### src/hw/rss_pkg.sv
// =====================================================================
// shared constants for the resource semaphore block
// =====================================================================
package rss_pkg;

  // register byte addresses on the host bus and the firmware port
  localparam logic [31:0] DRV_SEM_OFF     = 32'h0001_0140;
  localparam logic [31:0] FW_SEM_OFF      = 32'h0001_0148;
  localparam logic [31:0] SHARED_RES_OFF  = 32'h0001_0160;

  // driver_semaphore_reg fields
  localparam int          DRV_SEM_BIT     = 0;
  localparam int          SW_LOCK_BIT     = 1;
  localparam int          WAKE_BIT        = 2;

  // firmware_semaphore_reg fields
  localparam int          FW_LOCK_BIT     = 0;
  localparam int          FW_OPERATING_MODE_LSB     = 1;
  localparam int          FW_OPERATING_MODE_MSB     = 3;
  localparam int          NVM_RELOAD_BIT  = 6;
  localparam int          FW_VALID_BIT    = 15;
  localparam int          RST_CNT_LSB     = 16;
  localparam int          RST_CNT_MSB     = 18;
  localparam int          ERR_LSB         = 19;
  localparam int          ERR_MSB         = 24;
  localparam int          HOST_FAULT_BIT  = 25;
  localparam int          LAN0_FAULT_BIT  = 26;
  localparam int          LAN1_FAULT_BIT  = 27;
  localparam int          WORD_UNLOCK_BIT = 28;
  // implemented bits: 3:0, 6, 28:15
  localparam logic [31:0] FIRMWARE_SEMAPHORE_REG_IMPL_MASK  = 32'h1FFF_804F;
  // part cleared by a firmware reset
  localparam logic [31:0] FIRMWARE_SEMAPHORE_REG_FWRST_MASK = 32'h0000_FFFF;

  // firmware mode codes
  localparam logic [2:0]  MODE_MGMT_OFF   = 3'h0;
  localparam logic [2:0]  MODE_PASS_THRU  = 3'h2;
  localparam logic [2:0]  MODE_HOST_IF    = 3'h4;

  // shared_resource_reg fields
  localparam int          OWN_W           = 10;
  localparam int          REG_LOCK_BIT    = 31;
  localparam int          DRV_OWNS_NVM    = 0;
  localparam int          DRV_OWNS_PHY0   = 1;
  localparam int          DRV_OWNS_PHY1   = 2;
  localparam int          DRV_OWNS_SHREGS = 3;
  localparam int          DRV_OWNS_FLASH  = 4;
  localparam int          FW_OWNS_NVM     = 5;
  localparam int          FW_OWNS_PHY0    = 6;
  localparam int          FW_OWNS_PHY1    = 7;
  localparam int          FW_OWNS_SHREGS  = 8;

  // reset values
  localparam logic [31:0] FIRMWARE_SEMAPHORE_REG_RST        = 32'h0000_0000;
  localparam logic [9:0]  OWN_RST         = 10'h000;
  localparam logic [31:0] RDATA_RST       = 32'h0000_0000;

  // bus encodings
  localparam logic [2:0]  HSIZE_WORD      = 3'h2;
  localparam logic        HRESP_OKAY      = 1'b0;

  typedef enum logic [1:0] {
    RSS_SEL_NONE = 2'b00,
    RSS_SEL_DRV  = 2'b01,
    RSS_SEL_FW   = 2'b10,
    RSS_SEL_SHR  = 2'b11
  } rss_sel_t;

  // address decode shared by the host bus and the firmware port
  function automatic rss_sel_t rss_decode(input logic [31:0] addr);
    rss_sel_t sel;
    case (addr)
      DRV_SEM_OFF:    sel = RSS_SEL_DRV;
      FW_SEM_OFF:     sel = RSS_SEL_FW;
      SHARED_RES_OFF: sel = RSS_SEL_SHR;
      default:        sel = RSS_SEL_NONE;
    endcase
    return sel;
  endfunction : rss_decode

endpackage : rss_pkg

### src/hw/rss_semaphore.sv
`timescale 1ns/10ps
// Notes on behaviour
// - first driver read of semaphore bit returns 0 and sets it; write 0 clears
// - driver nvm lock set refused while firmware lock held; soft reset clears
// - wake bit pulses the manageability clock wake and reads back 0
// - firmware nvm lock set succeeds only while driver lock is clear
// - valid flag cleared by reset; firmware sets it after boot
// - driver can only set word unlock bit 28 of firmware register; firmware reset clears bits 15:0
// - ten ownership bits are plain read/write storage, no locking
// - register lock bit reads 0 then sets; writing 0 clears it
// - ownership bits reset on power-on and lan power good only
// - ownership bit map: driver 4:0, firmware 8:5, bit 9 spare
module rss_semaphore (
  input  wire logic        ref_clk,
  input  wire logic        rst_b,
  input  wire logic        clk_en,
  // host register bus
  input  wire logic        hsel,
  input  wire logic [31:0] haddr,
  input  wire logic [1:0]  htrans,
  input  wire logic        hwrite,
  input  wire logic [2:0]  hsize,
  input  wire logic [31:0] hwdata,
  input  wire logic        hready,
  output logic             hreadyout,
  output logic             hresp,
  output logic      [31:0] hrdata,
  // firmware register port, same clock
  input  wire logic        fw_req,
  input  wire logic        fw_write,
  input  wire logic [31:0] fw_addr,
  input  wire logic [31:0] fw_wdata,
  output logic             fw_ack,
  output logic      [31:0] fw_rdata,
  // asynchronous reset sources
  input  wire logic        host_if_soft_reset,
  input  wire logic        fw_reset,
  input  wire logic        lan_power_good,
  // status towards the rest of the chip
  output logic             mgmt_clk_wake,
  output logic             sw_nvm_granted,
  output logic             fw_nvm_granted,
  output logic      [9:0]  resource_own_bits,
  output logic             fw_valid_flag
);

  // =====================================================================
  // pin synchronisers
  // =====================================================================
  logic [2:0] pins_s;
  logic       soft_rst_s;
  logic       fw_rst_s;
  logic       pwr_good_s;

  rss_sync #(
    .W (3)
  ) u_sync (
    .ref_clk  (ref_clk),
    .rst_b    (rst_b),
    .clk_en   (clk_en),
    .async_in ({lan_power_good, fw_reset, host_if_soft_reset}),
    .sync_out (pins_s)
  );

  assign soft_rst_s = pins_s[0];
  assign fw_rst_s   = pins_s[1];
  assign pwr_good_s = pins_s[2];

  // =====================================================================
  // state
  // =====================================================================
  logic                   drv_sem_q,   drv_sem_d;
  logic                   sw_lock_q,   sw_lock_d;
  logic                   wake_q,      wake_d;
  logic [31:0]            firmware_semaphore_reg_q,      firmware_semaphore_reg_d;
  logic [9:0]             own_q,       own_d;
  logic                   reg_lock_q,  reg_lock_d;
  logic [31:0]            hrdata_q,    hrdata_d;
  logic [31:0]            fw_rdata_q,  fw_rdata_d;
  logic                   fw_ack_q,    fw_ack_d;
  logic                   dph_wr_q,    dph_wr_d;
  rss_pkg::rss_sel_t      dph_sel_q,   dph_sel_d;

  // =====================================================================
  // bus qualification
  // =====================================================================
  logic                   h_take;
  logic                   h_rd;
  logic                   h_wr;
  logic                   f_take;
  rss_pkg::rss_sel_t      h_sel;
  rss_pkg::rss_sel_t      f_sel;
  logic                   sw_set_req;
  logic                   fw_set_req;
  logic                   fw_set_win;

  // only whole-word transfers are taken; others complete with no effect
  assign h_take = hsel && hready && htrans[1] && clk_en && (hsize == rss_pkg::HSIZE_WORD);
  assign h_rd   = h_take && !hwrite;
  assign h_wr   = h_take && hwrite;
  assign f_take = fw_req && clk_en;
  assign h_sel  = rss_pkg::rss_decode(haddr);
  assign f_sel  = rss_pkg::rss_decode(fw_addr);

  // =====================================================================
  // next-state logic
  // =====================================================================
  // order matters: host write, firmware write, lock arbitration, reads, resets;
  // reads see this cycle's writes so a read right after a write is coherent
  always_comb begin
    drv_sem_d  = drv_sem_q;
    sw_lock_d  = sw_lock_q;
    wake_d     = 1'b0;
    firmware_semaphore_reg_d     = firmware_semaphore_reg_q;
    own_d      = own_q;
    reg_lock_d = reg_lock_q;
    hrdata_d   = hrdata_q;
    fw_rdata_d = fw_rdata_q;
    fw_ack_d   = f_take;
    dph_wr_d   = h_wr;
    dph_sel_d  = h_sel;
    sw_set_req = 1'b0;
    fw_set_req = 1'b0;
    fw_set_win = 1'b0;

    // host data phase write
    if (dph_wr_q) begin
      case (dph_sel_q)
        rss_pkg::RSS_SEL_DRV: begin
          if (!hwdata[rss_pkg::DRV_SEM_BIT]) begin
            drv_sem_d = 1'b0;
          end
          if (hwdata[rss_pkg::SW_LOCK_BIT]) begin
            sw_set_req = 1'b1;
          end else begin
            sw_lock_d = 1'b0;
          end
          wake_d = hwdata[rss_pkg::WAKE_BIT];
        end
        rss_pkg::RSS_SEL_FW: begin
          if (hwdata[rss_pkg::WORD_UNLOCK_BIT]) begin
            firmware_semaphore_reg_d[rss_pkg::WORD_UNLOCK_BIT] = 1'b1;
          end
        end
        rss_pkg::RSS_SEL_SHR: begin
          own_d = hwdata[rss_pkg::OWN_W-1:0];
          if (!hwdata[rss_pkg::REG_LOCK_BIT]) begin
            reg_lock_d = 1'b0;
          end
        end
        default: begin
          // unmapped write is dropped
        end
      endcase
    end

    // firmware write; the driver register is read-only to firmware
    if (f_take && fw_write) begin
      case (f_sel)
        rss_pkg::RSS_SEL_FW: begin
          firmware_semaphore_reg_d = (firmware_semaphore_reg_d & ~rss_pkg::FIRMWARE_SEMAPHORE_REG_IMPL_MASK) | (fw_wdata & rss_pkg::FIRMWARE_SEMAPHORE_REG_IMPL_MASK);
          firmware_semaphore_reg_d[rss_pkg::FW_LOCK_BIT] = firmware_semaphore_reg_q[rss_pkg::FW_LOCK_BIT];
          if (fw_wdata[rss_pkg::FW_LOCK_BIT]) begin
            fw_set_req = 1'b1;
          end else begin
            firmware_semaphore_reg_d[rss_pkg::FW_LOCK_BIT] = 1'b0;
          end
        end
        rss_pkg::RSS_SEL_SHR: begin
          // firmware write lands last, so it wins a same-cycle clash
          own_d = fw_wdata[rss_pkg::OWN_W-1:0];
          if (!fw_wdata[rss_pkg::REG_LOCK_BIT]) begin
            reg_lock_d = 1'b0;
          end
        end
        default: begin
          // ignored
        end
      endcase
    end

    // firmware set needs free driver lock
    if (fw_set_req && !sw_lock_q) begin
      firmware_semaphore_reg_d[rss_pkg::FW_LOCK_BIT] = 1'b1;
      fw_set_win = 1'b1;
    end
    // driver set refused under firmware lock
    if (sw_set_req && !firmware_semaphore_reg_q[rss_pkg::FW_LOCK_BIT] && !fw_set_win) begin
      sw_lock_d = 1'b1;
    end

    // host read, captured at the address phase edge
    if (h_rd) begin
      case (h_sel)
        rss_pkg::RSS_SEL_DRV: begin
          hrdata_d = '0;
          hrdata_d[rss_pkg::DRV_SEM_BIT] = drv_sem_d;
          hrdata_d[rss_pkg::SW_LOCK_BIT] = sw_lock_d;
          drv_sem_d = 1'b1;
        end
        rss_pkg::RSS_SEL_FW: begin
          hrdata_d = firmware_semaphore_reg_d;
        end
        rss_pkg::RSS_SEL_SHR: begin
          hrdata_d = {reg_lock_d, 21'h0, own_d};
          reg_lock_d = 1'b1;
        end
        default: begin
          hrdata_d = rss_pkg::RDATA_RST;
        end
      endcase
    end

    // firmware read; host read goes first so only one party sees lock free
    if (f_take && !fw_write) begin
      case (f_sel)
        rss_pkg::RSS_SEL_DRV: begin
          fw_rdata_d = {29'h0, 1'b0, sw_lock_d, drv_sem_d};
        end
        rss_pkg::RSS_SEL_FW: begin
          fw_rdata_d = firmware_semaphore_reg_d;
        end
        rss_pkg::RSS_SEL_SHR: begin
          fw_rdata_d = {reg_lock_d, 21'h0, own_d};
          reg_lock_d = 1'b1;
        end
        default: begin
          fw_rdata_d = rss_pkg::RDATA_RST;
        end
      endcase
    end

    if (soft_rst_s) begin
      drv_sem_d = 1'b0;
      sw_lock_d = 1'b0;
    end
    if (fw_rst_s) begin
      firmware_semaphore_reg_d = firmware_semaphore_reg_d & ~rss_pkg::FIRMWARE_SEMAPHORE_REG_FWRST_MASK;
    end
    if (!pwr_good_s) begin
      own_d = rss_pkg::OWN_RST;
    end
  end

  // =====================================================================
  // registers
  // =====================================================================
  // clock enable low freezes every flop, bus answers wait meanwhile
  always_ff @(posedge ref_clk or negedge rst_b) begin
    if (!rst_b) begin
      drv_sem_q  <= 1'b0;
      sw_lock_q  <= 1'b0;
      wake_q     <= 1'b0;
      firmware_semaphore_reg_q     <= rss_pkg::FIRMWARE_SEMAPHORE_REG_RST;
      own_q      <= rss_pkg::OWN_RST;
      reg_lock_q <= 1'b0;
      hrdata_q   <= rss_pkg::RDATA_RST;
      fw_rdata_q <= rss_pkg::RDATA_RST;
      fw_ack_q   <= 1'b0;
      dph_wr_q   <= 1'b0;
      dph_sel_q  <= rss_pkg::RSS_SEL_NONE;
    end else if (clk_en) begin
      drv_sem_q  <= drv_sem_d;
      sw_lock_q  <= sw_lock_d;
      wake_q     <= wake_d;
      firmware_semaphore_reg_q     <= firmware_semaphore_reg_d;
      own_q      <= own_d;
      reg_lock_q <= reg_lock_d;
      hrdata_q   <= hrdata_d;
      fw_rdata_q <= fw_rdata_d;
      fw_ack_q   <= fw_ack_d;
      dph_wr_q   <= dph_wr_d;
      dph_sel_q  <= dph_sel_d;
    end
  end

  // =====================================================================
  // outputs
  // =====================================================================
  // zero-wait slave; stalls only while the clock enable is low
  assign hreadyout         = clk_en;
  assign hresp             = rss_pkg::HRESP_OKAY;
  assign hrdata            = hrdata_q;
  assign fw_ack            = fw_ack_q;
  assign fw_rdata          = fw_rdata_q;
  assign mgmt_clk_wake     = wake_q;
  assign sw_nvm_granted    = sw_lock_q;
  assign fw_nvm_granted    = firmware_semaphore_reg_q[rss_pkg::FW_LOCK_BIT];
  assign resource_own_bits = own_q;
  assign fw_valid_flag     = firmware_semaphore_reg_q[rss_pkg::FW_VALID_BIT];

  logic h_rd_drv;
  logic h_rd_shr;
  logic f_wr_shr;
  assign h_rd_drv = h_rd && (h_sel == rss_pkg::RSS_SEL_DRV) && !dph_wr_q && !soft_rst_s;
  assign h_rd_shr = h_rd && (h_sel == rss_pkg::RSS_SEL_SHR) && !dph_wr_q
                    && !(f_take && f_sel == rss_pkg::RSS_SEL_SHR);
  assign f_wr_shr = f_take && fw_write && (f_sel == rss_pkg::RSS_SEL_SHR);
endmodule : rss_semaphore

### src/hw/rss_sync.sv
`timescale 1ns/10ps
// =====================================================================
// two-flop synchroniser for asynchronous pins
// =====================================================================
module rss_sync #(
  parameter int W = 3
) (
  input  wire logic         ref_clk,
  input  wire logic         rst_b,
  input  wire logic         clk_en,
  input  wire logic [W-1:0] async_in,
  output logic      [W-1:0] sync_out
);

  logic [W-1:0] meta_q;
  logic [W-1:0] meta_d;
  logic [W-1:0] sync_q;
  logic [W-1:0] sync_d;

  // first stage feeds only the second stage
  for (genvar i = 0; i < W; i++) begin : g_bit
    always_comb begin
      meta_d[i] = async_in[i];
      sync_d[i] = meta_q[i];
    end
  end

  // both stages freeze with the clock enable
  always_ff @(posedge ref_clk or negedge rst_b) begin
    if (!rst_b) begin
      meta_q <= '0;
      sync_q <= '0;
    end else if (clk_en) begin
      meta_q <= meta_d;
      sync_q <= sync_d;
    end
  end

  assign sync_out = sync_q;

endmodule : rss_sync

### config.mk
export PLATFORM = sky130hd
export DESIGN_NAME = rss_semaphore
export DESIGN_NICKNAME = d
export VERILOG_FILES = /design/src/hw/rss_pkg.sv /design/src/hw/rss_semaphore.sv /design/src/hw/rss_sync.sv
export SDC_FILE = /design/constraint.sdc
export NUM_CORES = 1
export LEC_CHECK = 0
export ABC_AREA = 1
export ABC_CLOCK_PERIOD_IN_PS = 4700
export BUFFER_PORTS_ARGS = -buffer_cell sky130_fd_sc_hd__buf_2
export CORE_MARGIN = 8
export CORE_UTILIZATION = 52
export CTS_CLUSTER_SIZE = 10
export DETAILED_ROUTE_END_ITERATION = 16
export PLACE_DENSITY = 0.88
export REMOVE_ABC_BUFFERS = 1
export SLEW_MARGIN = 20
export SYNTH_ARGS = -nofsm -noshare
export SYNTH_HDL_FRONTEND = slang
export SYNTH_SLANG_ARGS = --single-unit
### constraint.sdc
create_clock -name ref_clk -period 4.7 [get_ports ref_clk]
set_clock_uncertainty 0.2 [all_clocks]
set_input_delay 0.235 -clock ref_clk [delete_from_list [all_inputs] [get_ports ref_clk]]
set_output_delay 0.235 -clock ref_clk [all_outputs]
set_load 0.02 [all_outputs]
==> results_dict.tcl <==
set metrics [dict create \
    power_frac_comb_pct 11.1 \
    track_usage_pct 22.86 \
    power_w 0.001571 \
    critPathLaunch "fw_req" \
    cp_slowest_cell "nor3_4" \
    synth_area_um2 5194 \
    routed-via-count 5254 \
    switching_power_w 0.0004162 \
    core_um2 9729 \
    r2r_setup_slack_ns 2.78 \
    cts_max_level 3 \
    clk_pin_slew_ns 0.10 \
    post-route-period-util_pct 61.30 \
    drive_above_1_share_pct 28.22 \
    p_clk_share_pct 35.6 \
    grt_antenna_before_repair 0 \
    tns_ns 0 \
    ios 225 \
    fin_ws_ns 1.819 \
    power_density_nw_per_um2 239.4 \
    crit_path_end_kind "flip-flop" \
    slew_violations 0 \
    drt_iter0_markers 521 \
    crit_top_cell "nand2_1" \
    grt_pass1_wl_um 24310 \
    p_sw_share_pct 26.50 \
    mostFrequentLayoutCell "nand2_1" \
    clockBufferDepth 2 \
    setup-violations-final 0 \
    die_x_um 115.9 \
    std_cell_rows 36 \
    peakVddDrop_v 0.0001804 \
    insertion_delay_ns 0.36 \
    r2r-start "dph_wr_q" \
    grt_pass1_vias 5139 \
    avgSynthCellArea_um2 7.367 \
    cts_resized 0 \
    synth_area_leaders "dfrtp_1 46%, nand2_1 19%, nand3_1 6.4%" \
    cp_top_family "simple AND/OR/NAND/NOR gates" \
    drc 0 \
    crit_type "in2reg" \
    required_ns 4.76 \
    hold_start "fw_wdata[5]" \
    synth_cell_types 35 \
    hp-class "in2reg" \
    rsz0062_at_grt "no" \
    ant_nets 0 \
    syn_inst 705 \
    arrival_ns 2.94 \
    reg2reg_to "resource_own_bits[9]" \
    outcome "finished, final reports clean" \
    layout_common_cells "256 x nand2_1, 190 x buf_2, 95 x dfrtp_1, 76 x inv_1, 66 x nand3_1" \
    die_area_um2 13440 \
    max_freq_mhz 347.1 \
    gp_congestion 0.8936 \
    cp_slowest_stage_delay_ns 0.64 \
    area_delta_synth_final_pct 26.33 \
    place.port_buffers 191 \
    fin_nets 1046 \
    n_antenna_cell 0 \
    postCtsSetupBuffers 0 \
    root_buffer "clkbuf_8" \
    clock-sinks 95 \
    place_area_um2 6157 \
    seqPwrFrac_pct 53.3 \
    holdPathEnd "hrdata[5]" \
    start_kind "input port" \
    wire_per_inst_um 14.71 \
    overflow 0 \
    routed_wl_um 15300 \
    final_hold_viol_count 0 \
    fin_crit_ns 2.881 \
    yosys.area.top_type "dfrtp_1" \
    dr.pass1.iters 5 \
    max_slew_margin_pct 38.89 \
    grt_max_degree 51 \
    min_path_cells 5 \
    p_int_w 0.001155 \
    worst_slew_pin_slew_ns 0.9157 \
    ys_seq_area_share_pct 45.77 \
    pre_cts_slack_ns 1.554 \
    cts_tree "done" \
    via_per_inst 5.052 \
    cp_cell_sequence "dlygate4sd3_1, buf_2, nand2_1, nor2_4, inv_2, nor3_4, nand2_1, nand3_1, nand2_1, nand2_1, nand2_1" \
    cp_max_fo 24 \
    path_buf_inv 3 \
    start_util_pct 53.38 \
    die_y_um 115.9 \
    power.leakage_nw 3.830 \
    ys_ff_latch 95 \
    cts_buffers 9 \
    yosys_warnings 0 \
    yosysTopAreaCellShare_pct 45.77 \
    r2r_cells 8 \
    drv_cap 0 \
    fin_util_pct 67.44 \
    dpl.hpwl_um 11290 \
    fin_area_um2 6561 \
]
-- cells by family after synthesis --
kind of cell / count (synthesis) / synth area share (%)
other: 1 / 0.07220
AO/OA/AOI/OAI: 68 / 7.540
flip-flops: 95 / 45.77
buffers and inverters: 116 / 9.901
AND/OR/NAND/NOR: 425 / 36.71
-- worst register-to-register path, cell delays in order (launching register included) --
cell     delay, ns
dfrtp_1       0.41
nand2_1       0.06
inv_1         0.05
nand2_1       0.26
inv_1         0.26
nand2_1       0.12
o21ai_0       0.12
o21ai_2       0.21
o22ai_1       0.09
-- state kept, by name, summed over array words and instances (netlist names), 2 cells and up --
signal                    count
dph_sel_q                     2
firmware_semaphore_reg_q     19
fw_rdata                     26
hrdata                       26
resource_own_bits            10
u_sync.meta_q                 3
u_sync.sync_out               3
-- cells in the mapped netlist, drive strengths merged --
library cell	n
a21oi	2
a22o	2
a31oi	3
buf	18
clkbuf	14
clkinv	2
conb	1
dfrtp	95
inv	82
nand2	278
nand2b	1
nand3	66
nand4	4
nor2	59
nor2b	1
nor3	7
nor3b	2
nor4	7
o21ai	52
o21bai	1
o22ai	5
o31ai	2
o41ai	1
-- worst max path at each step --
stage / cells after the start / end / slack (ns)
4_1_cts: 11 / hrdata[6] / 1.89
3_5_place_dp: 10 / hrdata[6] / 1.55
6_report: 11 / fw_rdata[6] / 1.82
5_1_grt: 11 / fw_rdata[6] / 1.65
3_3_place_gp: 10 / hrdata[6] / 1.60
2_1_floorplan: 8 / hrdata[16] / 2.70
-- cell type report --
type | instances | area [µm²]
fill | 856 | 3168
sequential | 95 | 2377
multi-input combinational | 498 | 2317
timing repair buffer | 214 | 1181
inverter | 84 | 315.3
tap | 133 | 166.4
clock buffer | 9 | 123.9
clock inverter | 7 | 80.08
-- metrics by stage --
step | std cells | hold WS [ns]
floorplan | 677 | -0.2606
global placement | 1004 | 0.09815
detailed placement | 1004 | 0.09945
CTS | 1040 | 0.007367
global route | 1040 | 0.04991
finish | 1040 | 0.01859
-- metal layers --
layer / vias up / GRT usage (%) / part of all wire [%] / routed length, µm
li1: 2600 / - / - / -
met3: 20 / 5.784 / 9.3 / 1421
met2: 236 / 37.80 / 49 / 7466
met1: 2398 / 28.49 / 40 / 6110
met4: 0 / 7.692 / 1.9 / 298
met5: - / 0 / 0 / 0
-- power by group through the flow --
stage / Clock, W / Combinational [W] / Sequential [W]
2_1_floorplan: 0 / 0.0000665 / 0.000854
3_3_place_gp: 0 / 0.000157 / 0.000852
3_5_place_dp: 0 / 0.000161 / 0.000852
4_1_cts: 0.000570 / 0.000174 / 0.000836
5_1_grt: 0.000599 / 0.000198 / 0.000838
6_report: 0.000559 / 0.000175 / 0.000836
-- repair_timing --
item | CTS | global route
setup endpoints to repair | 0 | 0
hold buffers | 20 | 0
hold endpoints to repair | 67 | 0
Power figures use the tool's default switching activity.
